`config.mk`:
```
export PLATFORM = sky130hd
export DESIGN_NAME = adc_bus_conversion_control
export DESIGN_NICKNAME = d
export VERILOG_FILES = /design/src/core/adc_ctrl_pkg.sv /design/src/core/adc_bus_conversion_control.sv /design/src/core/pin_sync.sv /design/src/core/sar_engine.sv
export VERILOG_INCLUDE_DIRS = /design/src /design/src/core
export SDC_FILE = /design/constraint.sdc
export NUM_CORES = 1
export LEC_CHECK = 0
export BUFFER_PORTS_ARGS = -buffer_cell sky130_fd_sc_hd__buf_2
export CAP_MARGIN = 5
export CORE_ASPECT_RATIO = 0.6
export CORE_MARGIN = 2
export CORE_UTILIZATION = 57
export CTS_CLUSTER_DIAMETER = 50
export DETAILED_ROUTE_END_ITERATION = 8
export PLACE_DENSITY = 0.88
export SLEW_MARGIN = 20
export SYNTH_ARGS = -nofsm -noshare
export SYNTH_HDL_FRONTEND = slang
export SYNTH_SLANG_ARGS = --single-unit
```
`constraint.sdc`:
```
create_clock -name mclk_in -period 3.3 [get_ports mclk_in]
set_input_delay 0.495 -clock mclk_in [delete_from_list [all_inputs] [get_ports mclk_in]]
set_output_delay 0.495 -clock mclk_in [all_outputs]
set_load 0.02 [all_outputs]
```
`src/core/adc_ctrl_defines.svh`:
```
// constants for the bus-controlled converter control block
// assumes a single 100 MHz master clock; bus transfers are strobed by the synchronised bus clock
//
// Notes on behaviour
// - exactly three converter states: idle, sampling, converting
// - idle is left only on a start request
// - first 32 clocks after start acquire the channel
// - conversion takes 256 clocks, then updates result and returns idle
// - under reset outputs inactive, data lines floated, converter idle
// - reset leaves the converted-data register unchanged
// - reset clears start bit, selects channel zero, byte counter to high
// - start by full two-byte control write with start bit one
// - accepted start bit clears itself, then the cycle begins
// - result-valid flag sets once new result is in data register
// - result read keeps valid flag; control write or reset clears it
// - new start during conversion aborts and restarts acquisition
// - transfer only while chip select low and bus clock high
// - words move as two bytes, high byte first
// - single byte hits high byte; counter resets after idle chip select
// - decode: 00 idle write, 01 control write, 10 result, 11 inputs
// - channel code maps to mux selects; codes 6 to 9 undefined
// - result word holds valid flag and 8-bit value
// - discrete word holds channel code and six input levels
// - eight trials from the msb, keep bit when input is higher
// - final bits copied to a separate data register
// - data lines driven only while host reads
`ifndef ADC_CTRL_DEFINES_SVH
`define ADC_CTRL_DEFINES_SVH
`define SAMPLE_CLOCKS 9'h020
`define CONVERT_CLOCKS 9'h100
`define TRIAL_CLOCKS 9'h020
`define START_BIT_POS 0
`define CHAN_MSB_POS 3
`define FLAG_BIT_POS 0
`define CHAN_ZERO 4'h0
`define MUX_NONE 4'hf
`endif

```
`src/core/adc_ctrl_pkg.sv`:
```
// types shared by the converter control block
// assumes the defines header is compiled alongside
package adc_ctrl_pkg;
  typedef enum logic [2:0] {
    idle_state = 3'b001,
    sample_state = 3'b010,
    convert_state = 3'b100
  } conv_state_t;

  typedef struct packed {
    logic chip_select_n;
    logic read_not_write;
    logic register_select;
    logic bus_clock;
    logic [7:0] data;
  } host_bus_t;

  typedef struct packed {
    logic [7:0] data;
    logic drive_n;
  } host_drive_t;
endpackage

```
`src/core/adc_bus_conversion_control.sv`:
```
// bus port, command decode and conversion sequencing of the converter
// assumes mclk_in is the master clock; host pins are asynchronous
`timescale 1ns/1ps
`include "adc_ctrl_defines.svh"
module adc_bus_conversion_control #(
  parameter logic [8:0] SAMPLE_LEN = `SAMPLE_CLOCKS,
  parameter logic [8:0] CONVERT_LEN = `CONVERT_CLOCKS
) (
  input wire logic mclk_in,
  input wire logic resetn_in,
  input adc_ctrl_pkg::host_bus_t host_bus_in,
  input wire logic [5:0] dual_purpose_inputs_in,
  input wire logic compare_high_in,
  output adc_ctrl_pkg::host_drive_t host_data_lines_out,
  output logic [3:0] mux_select_out,
  output logic mux_enable_out,
  output logic sampling_out,
  output logic [7:0] ladder_tap_out,
  output logic conversion_busy_out
);
  import adc_ctrl_pkg::*;

  // ---------------------------------------------------------------
  // input synchronisers
  // ---------------------------------------------------------------
  logic [11:0] bus_sync;
  logic [5:0] port_sync;
  logic [0:0] cmp_sync;

  pin_sync #(.WIDTH(12)) bus_sync_i (
    .mclk_in(mclk_in),
    .resetn_in(resetn_in),
    .pins_in(host_bus_in),
    .pins_out(bus_sync)
  );

  pin_sync #(.WIDTH(7)) port_sync_i (
    .mclk_in(mclk_in),
    .resetn_in(resetn_in),
    .pins_in({compare_high_in, dual_purpose_inputs_in}),
    .pins_out({cmp_sync, port_sync})
  );

  host_bus_t bus;
  assign bus = bus_sync;

  // ---------------------------------------------------------------
  // state
  // ---------------------------------------------------------------
  typedef struct packed {
    conv_state_t phase;
    logic [8:0] count;
    logic start_convert_bit;
    logic [3:0] channel_code_field;
    logic result_valid;
    logic low_byte;
    logic [7:0] high_hold;
    logic clk_prev;
    logic cs_idle_seen;
    logic [7:0] out_data;
    logic out_drive;
  } ctrl_state_t;
  ctrl_state_t st;
  ctrl_state_t next_st;

  logic strobe;
  logic sar_begin;
  logic sar_abort;
  logic sar_done;
  logic [7:0] sar_trial;
  logic [7:0] sar_result;
  logic [15:0] result_word;
  logic [15:0] discrete_word;
  logic [15:0] read_word;

  // one transfer per rising edge of the bus clock while selected
  assign strobe = !bus.chip_select_n && bus.bus_clock && !st.clk_prev;

  assign result_word = {7'h00, st.result_valid, sar_result};
  assign discrete_word = {4'h0, st.channel_code_field, 2'h0, port_sync};
  assign read_word = bus.register_select ? discrete_word : result_word;

  // ---------------------------------------------------------------
  // channel decode
  // ---------------------------------------------------------------
  function automatic logic [3:0] mux_of(input logic [3:0] code);
    logic [3:0] sel;
    sel = `MUX_NONE;
    case (code)
      4'h0: sel = 4'h0;
      4'h1: sel = 4'h1;
      4'h2, 4'h3, 4'h4, 4'h5: sel = code;
      4'ha: sel = 4'ha;
      4'hb: sel = 4'hb;
      4'hc: sel = 4'h8;
      4'hd: sel = 4'h9;
      4'he: sel = 4'h6;
      4'hf: sel = 4'h7;
      default: sel = `MUX_NONE;
    endcase
    return sel;
  endfunction

  // ---------------------------------------------------------------
  // control
  // ---------------------------------------------------------------
  always_comb begin
    next_st = st;
    sar_begin = 1'b0;
    sar_abort = 1'b0;
    next_st.clk_prev = bus.bus_clock;
    next_st.out_drive = 1'b0;

    // counter back to high byte after chip select idle a full cycle
    if (bus.chip_select_n) begin
      next_st.cs_idle_seen = 1'b1;
      if (st.cs_idle_seen) begin
        next_st.low_byte = 1'b0;
      end
    end else begin
      next_st.cs_idle_seen = 1'b0;
    end

    if (strobe) begin
      next_st.low_byte = !st.low_byte;
      if (bus.read_not_write) begin
        next_st.out_drive = 1'b1;
        next_st.out_data = st.low_byte ? read_word[7:0] : read_word[15:8];
      end else if (!st.low_byte) begin
        next_st.high_hold = bus.data;
      end else if (bus.register_select) begin
        // full control word: decode both halves together
        next_st.channel_code_field = bus.data[`CHAN_MSB_POS:0];
        next_st.start_convert_bit = st.high_hold[`START_BIT_POS];
        next_st.result_valid = 1'b0;
      end
    end else if (bus.read_not_write && !bus.chip_select_n && st.out_drive) begin
      next_st.out_drive = 1'b1;
    end

    // a started cycle consumes the start bit; restart aborts the old one
    if (st.start_convert_bit) begin
      next_st.start_convert_bit = 1'b0;
      next_st.phase = sample_state;
      next_st.count = '0;
      sar_abort = 1'b1;
    end else begin
      case (st.phase)
        idle_state: begin
          next_st.count = '0;
        end
        sample_state: begin
          if (st.count == SAMPLE_LEN - 9'h001) begin
            next_st.phase = convert_state;
            next_st.count = '0;
            sar_begin = 1'b1;
          end else begin
            next_st.count = st.count + 9'h001;
          end
        end
        convert_state: begin
          next_st.count = st.count + 9'h001;
          if (sar_done) begin
            next_st.phase = idle_state;
            next_st.count = '0;
            next_st.result_valid = 1'b1;
          end
        end
        default: begin
          next_st.phase = idle_state;
        end
      endcase
    end

    if (!resetn_in) begin
      next_st.phase = idle_state;
      next_st.count = '0;
      next_st.start_convert_bit = 1'b0;
      next_st.channel_code_field = `CHAN_ZERO;
      next_st.result_valid = 1'b0;
      next_st.low_byte = 1'b0;
      next_st.high_hold = '0;
      next_st.clk_prev = 1'b0;
      next_st.cs_idle_seen = 1'b0;
      next_st.out_data = '0;
      next_st.out_drive = 1'b0;
    end
  end

  always_ff @(posedge mclk_in) begin
    st <= next_st;
  end

  // ---------------------------------------------------------------
  // approximation engine
  // ---------------------------------------------------------------
  // trial length is the conversion time spread over eight bits
  sar_engine #(.BITS(8), .TRIAL_LEN(CONVERT_LEN >> 3)) sar_i (
    .mclk_in(mclk_in),
    .resetn_in(resetn_in),
    .begin_in(sar_begin),
    .abort_in(sar_abort),
    .compare_high_in(cmp_sync[0]),
    .trial_out(sar_trial),
    .done_out(sar_done),
    .result_out(sar_result)
  );

  // ---------------------------------------------------------------
  // outputs
  // ---------------------------------------------------------------
  assign host_data_lines_out.data = st.out_data;
  assign host_data_lines_out.drive_n = !st.out_drive;
  assign mux_select_out = mux_of(st.channel_code_field);
  assign mux_enable_out = (st.phase != idle_state);
  assign sampling_out = (st.phase == sample_state);
  assign ladder_tap_out = (st.phase == convert_state) ? sar_trial : 8'h00;
  assign conversion_busy_out = (st.phase != idle_state);
endmodule // adc_bus_conversion_control

```
`src/core/pin_sync.sv`:
```
// two-flop synchroniser for a group of pin inputs
// assumes pins are asynchronous to mclk_in
`timescale 1ns/1ps
module pin_sync #(
  parameter int WIDTH = 8
) (
  input wire logic mclk_in,
  input wire logic resetn_in,
  input wire logic [WIDTH-1:0] pins_in,
  output logic [WIDTH-1:0] pins_out
);
  typedef struct packed {
    logic [WIDTH-1:0] first;
    logic [WIDTH-1:0] second;
  } sync_state_t;
  sync_state_t st;
  sync_state_t next_st;

  always_comb begin
    next_st.first = pins_in;
    next_st.second = st.first;
    if (!resetn_in) begin
      next_st = '0;
    end
  end

  always_ff @(posedge mclk_in) begin
    st <= next_st;
  end

  assign pins_out = st.second;
endmodule // pin_sync

```
`src/core/sar_engine.sv`:
```
// successive approximation register with a separate result latch
// assumes the comparator output is already synchronised
`timescale 1ns/1ps
`include "adc_ctrl_defines.svh"
module sar_engine #(
  parameter int BITS = 8,
  parameter logic [8:0] TRIAL_LEN = `TRIAL_CLOCKS
) (
  input wire logic mclk_in,
  input wire logic resetn_in,
  input wire logic begin_in,
  input wire logic abort_in,
  input wire logic compare_high_in,
  output logic [BITS-1:0] trial_out,
  output logic done_out,
  output logic [BITS-1:0] result_out
);
  typedef struct packed {
    logic [BITS-1:0] latch;
    logic [BITS-1:0] post;
    logic [BITS-1:0] result;
    logic [8:0] tick;
    logic running;
  } sar_state_t;
  sar_state_t st;
  sar_state_t next_st;

  always_comb begin
    next_st = st;
    if (begin_in || abort_in) begin
      next_st.latch = '0;
      next_st.post = '0;
      next_st.post[BITS-1] = 1'b1;
      next_st.tick = '0;
      next_st.running = begin_in;
    end else if (st.running) begin
      if (st.tick == TRIAL_LEN - 9'h001) begin
        next_st.tick = '0;
        if (compare_high_in) begin
          next_st.latch = st.latch | st.post;
        end
        next_st.post = st.post >> 1;
        if (st.post[0]) begin
          next_st.running = 1'b0;
          next_st.result = compare_high_in ? (st.latch | st.post) : st.latch;
        end
      end else begin
        next_st.tick = st.tick + 9'h001;
      end
    end
    if (!resetn_in) begin
      next_st.latch = '0;
      next_st.post = '0;
      next_st.tick = '0;
      next_st.running = 1'b0; // result kept
    end
  end

  always_ff @(posedge mclk_in) begin
    st <= next_st;
  end

  assign trial_out = st.latch | st.post;
  // flags the finishing edge itself, so result and valid land together and no extra cycle is spent
  assign done_out = st.running && (st.tick == TRIAL_LEN - 9'h001) && st.post[0];
  assign result_out = st.result;
endmodule // sar_engine

```
==> impl_summary.log <==
INFO  metric netlist_area = roughly 0.0038 mm2
INFO  metric synth.top_cells.by_area = sky130_fd_sc_hd__dfxtp_1 (46%), sky130_fd_sc_hd__edfxtp_1 (6.3%), sky130_fd_sc_hd__and2_1 (5.8%), sky130_fd_sc_hd__nand2_1 (4.4%), sky130_fd_sc_hd__nor2_1 (4.1%)
INFO  metric drive_above_1_share = 0.1636
INFO  metric port_buffers = 40
INFO  metric timing.hold.worst_endpoint = port_sync_i.st[7]
INFO  metric drt-vias-per-instance = about 5.5
INFO  metric drt_first_pass_iters = 5
INFO  metric multiInputGateArea = about 0.0016 mm2
INFO  metric clock_insertion_delay_worst_skew = around 0.36 ns
INFO  metric path_class = register to output port
INFO  metric static-leakage-power = between 1.5 and 2 nW
INFO  metric synth_sequential_area_ratio = 0.5236
INFO  metric yosys.area.top_type = sky130_fd_sc_hd__dfxtp_1
INFO  metric p_int = around 1.6 mW
INFO  metric syn_nets = about 420
INFO  metric regToRegEndpoint = sar_i.result_out[1]
INFO  metric grt_pass1_wl = 11950 um
INFO  metric syn_avg_cell_area = 9.510 um2
INFO  metric globalRouteTotalUtil = 0.2172
INFO  metric clk_pin_slew = approximately 0.08 ns
INFO  metric die_area = ~0.0073 mm2
INFO  metric synthDominantCellAreaShare = 0.4602
INFO  metric netlist-cell-type-count = 50
INFO  metric cts_root_buf = sky130_fd_sc_hd__clkbuf_8
INFO  metric area_growth = 10.02%
INFO  metric share_clk_of_total_power = 0.398
INFO  metric synth_cells = slightly below 400
INFO  metric power.share.combinational = 0.024
INFO  metric hold_buffers = 0
INFO  metric synth.yosys.warnings = 0
INFO  metric max-clock-path-buffers = 2
INFO  metric ys.flop_type = sky130_fd_sc_hd__dfxtp_1
INFO  metric fin_skew = ~0.0041 ns
INFO  metric crit_path_cell_chain = or3b_1 -> nor2_1 -> buf_2
INFO  metric utilization = 0.6635
INFO  metric ir_worst_vdd = 0.3560 mV
INFO  metric maxcap_viol_count = 0
INFO  metric dr.first_iter.drc_count = around 230
INFO  metric holdCritPathClass = primary input to register
INFO  metric synth_seq_cells = 95
INFO  metric cpMaxStageDelayCell = sky130_fd_sc_hd__or3b_1
INFO  metric final.hold.worst_slack = around 0.33 ns
INFO  metric relSlewSlack = 0.4710
INFO  metric switchingPower = between 0.4 and 0.5 mW
INFO  metric min_from = dual_purpose_inputs_in[0]
INFO  metric cp_data_arrival_time = 1.75 ns
INFO  metric layout.area.seq = around 0.0020 mm2
INFO  metric antenna_found_initial = 0
INFO  metric setup_viol = 0
INFO  metric ff2ff_path_depth = 5
INFO  metric hold_viol_final = 0
INFO  metric ctsResizeCount = 0
INFO  metric gp_congestion = just over 0.8
INFO  metric fin_crit = around 2.2 ns
INFO  metric setup_slack_of_the_worst_register_to_register_path = between 1 and 1.5 ns
INFO  metric finish.cell_count_without_fillers = ~510
INFO  metric rsz0062_at_grt = false
INFO  metric antennaDiodeCount = 0
INFO  metric drc_errors = 0
INFO  metric synth.most_common_cell = sky130_fd_sc_hd__dfxtp_1
INFO  metric data_required_time_at_the_worst_endpoint = between 2 and 3 ns
INFO  metric whs_path_depth = 2
INFO  metric synth-edff-count = 8
INFO  metric period_share = 0.6790
INFO  metric finish.net_count = roughly 450
INFO  metric critical_path.startpoint_type = register
INFO  metric detailedPlacementHpwl = about 5000 um
INFO  metric tritoncts_num_sinks = between 90 and 100
INFO  metric grt_max_degree = 53
INFO  metric sw_frac_of_total = 0.2030
INFO  metric core_region_area = about 0.0063 mm2
INFO  metric totalNegativeSetupSlack = 0 ns
INFO  metric status = complete, no violations
INFO  metric total_power = ~2.1 mW
INFO  metric netlist_top_cells_count = sky130_fd_sc_hd__dfxtp_1 (87), sky130_fd_sc_hd__nand2_1 (44), sky130_fd_sc_hd__nor2_1 (41)
INFO  metric placement_rows = 22
INFO  metric post_synthesis_async_set_or_reset_flop_share = 0
INFO  metric dieWidth = approximately 110 um
INFO  metric num_vias = approximately 2800
INFO  metric post_drt_wl_per_cell = approximately 14 um
INFO  metric timing.critical_path.to_type = output port
INFO  metric crit_fanout = 10
INFO  metric pwr-share-seq = 0.578
INFO  metric cts_made_buffers = 9
INFO  metric n_fill_cell = slightly above 500
INFO  metric cts-htree-levels = 3
INFO  metric rr_startpoint = sar_i.st[1]
INFO  metric number_of_placed_instances_with_taps_included = approximately 500
INFO  metric die_height = about 67 um
INFO  metric antenna_left = 0
INFO  metric worst_pin_slew = approximately 0.79 ns
INFO  metric clock_tree_from_tritoncts = yes
INFO  metric slowest_delay = roughly 0.57 ns
INFO  metric grt_pass1_vias = 2547
INFO  metric pin_count = 45
INFO  metric overflow = 0
INFO  metric report.final.slew_viol_count = 0
INFO  metric detail_route.wirelength = between 7000 and 8000 um
INFO  metric post_cts.repair.setup_buffers = 0
INFO  metric power.density = just under 500 mW/mm2
INFO  metric fmax = 0.4463 GHz
INFO  metric start_util = 0.6031
## final cells by class
class,instances,area share
Sequential cell,95,0.4760
Multi-Input combinational cell,270,0.3900
Timing Repair Buffer,42,0.05168
Clock buffer,14,0.04417
Tap cell,84,0.02524
Clock inverter,2,0.008413
Inverter,5,0.004507
## worst max-delay path, delay by kind of cell, from the launching register on
family | cells | cell delay [ns]
buffers and inverters | 1 | 0.19
DFF | 1 | 0.41
and+or+nand+nor | 2 | 0.78
## state kept, by name (all words and copies together) (netlist names)
| register | count |
|---|---|
| port_sync_i.st | 7 |
| sar_i.result_out | 8 |
| bus_sync_i.st | 8 |
| result_word | 1 |
| host_data_lines_out | 8 |
| bus_sync_i.pins_out | 8 |
| st | 18 |
| port_sync_i.pins_out | 7 |
| sar_i.st | 26 |
| discrete_word | 4 |
## worst max-delay path by stage
stage                            from             endpoint  slack, ns  depth (start not counted)
after global placement         st[37]               st[31]       1.26                          4
after CTS                      st[37]    ladder_tap_out[6]       1.04                          3
after global routing           st[37]    ladder_tap_out[7]       0.95                          3
final                          st[37]    ladder_tap_out[6]       1.06                          3
after detailed placement  sar_i.st[6]  sar_i.result_out[4]       1.19                          4
after floorplan           sar_i.st[1]  sar_i.result_out[0]       0.99                          5
## per-stage QoR
stage	instance area [um2]	worst slack, ns
after floorplan	3785	0.9933
after global placement	3945	1.261
after detailed placement	3945	1.191
after CTS	4164	1.040
after global routing	4164	0.9477
final	4164	1.059
## kinds of logic (layout without fill, tap and decap cells)
| group | after synthesis | count (layout) | synth area share |
|---|---|---|---|
| xor gates and xnor gates | 10 | 10 | 0.02314 |
| AOI/OAI and AO/OA | 69 | 69 | 0.1217 |
| and+or+nand+nor | 176 | 176 | 0.2384 |
| muxes | 13 | 13 | 0.03934 |
| DFF | 95 | 95 | 0.5236 |
| buffers and inverters | 33 | 63 | 0.04727 |
| adders and majority gates | 2 | 2 | 0.006611 |
## power by group through the flow
stage / clock network [mW] / logic, mW / registers, mW
after floorplan: 0 / 0.0381 / 1.21
after global placement: 0 / 0.0480 / 1.22
after detailed placement: 0 / 0.0493 / 1.22
after CTS: 0.833 / 0.0494 / 1.19
after global routing: 0.877 / 0.0555 / 1.19
final: 0.819 / 0.0492 / 1.19
## cells in the final DEF, fill, tap and decap left out, types with 2 or more instances in the layout
| cell | instances |
|---|---|
| sky130_fd_sc_hd__dfxtp_1 | 87 |
| sky130_fd_sc_hd__nand2_1 | 44 |
| sky130_fd_sc_hd__nor4_1 | 3 |
| sky130_fd_sc_hd__edfxtp_1 | 8 |
| sky130_fd_sc_hd__and3_1 | 6 |
| sky130_fd_sc_hd__clkbuf_8 | 11 |
| sky130_fd_sc_hd__nor2_1 | 41 |
| sky130_fd_sc_hd__nand3_1 | 10 |
| sky130_fd_sc_hd__buf_2 | 40 |
| sky130_fd_sc_hd__nand2b_1 | 4 |
| sky130_fd_sc_hd__xor2_1 | 6 |
| sky130_fd_sc_hd__o21ai_1 | 2 |
| sky130_fd_sc_hd__a21boi_0 | 6 |
| sky130_fd_sc_hd__a21o_1 | 8 |
| sky130_fd_sc_hd__nand4_1 | 4 |
| sky130_fd_sc_hd__o22ai_1 | 6 |
| sky130_fd_sc_hd__nor3_2 | 2 |
| sky130_fd_sc_hd__buf_4 | 2 |
| sky130_fd_sc_hd__or3b_1 | 2 |
| sky130_fd_sc_hd__a21oi_1 | 16 |
| sky130_fd_sc_hd__o21ai_0 | 12 |
| sky130_fd_sc_hd__and2_1 | 35 |
| sky130_fd_sc_hd__xnor2_1 | 4 |
| sky130_fd_sc_hd__a21boi_1 | 2 |
| sky130_fd_sc_hd__inv_1 | 5 |
| sky130_fd_sc_hd__nor2b_1 | 10 |
| sky130_fd_sc_hd__o211ai_1 | 3 |
| sky130_fd_sc_hd__clkbuf_1 | 2 |
| sky130_fd_sc_hd__o21a_1 | 2 |
| sky130_fd_sc_hd__nor3_1 | 7 |
| sky130_fd_sc_hd__mux2i_1 | 7 |
| sky130_fd_sc_hd__ha_1 | 2 |
| sky130_fd_sc_hd__o21bai_1 | 2 |
| sky130_fd_sc_hd__o211a_1 | 3 |
| sky130_fd_sc_hd__and4_1 | 2 |
| sky130_fd_sc_hd__mux2_2 | 5 |
## layer usage
| layer | track usage | vias up | share of wire |
|---|---|---|---|
| li1 | - | 1395 | - |
| met1 | 0.2993 | 1295 | 0.51 |
| met2 | 0.3168 | 108 | 0.42 |
| met3 | 0.07730 | 6 | 0.071 |
| met4 | 0.07437 | 0 | 0.0037 |
| met5 | 0 | - | 0 |
(Power assumes the default switching activity.)
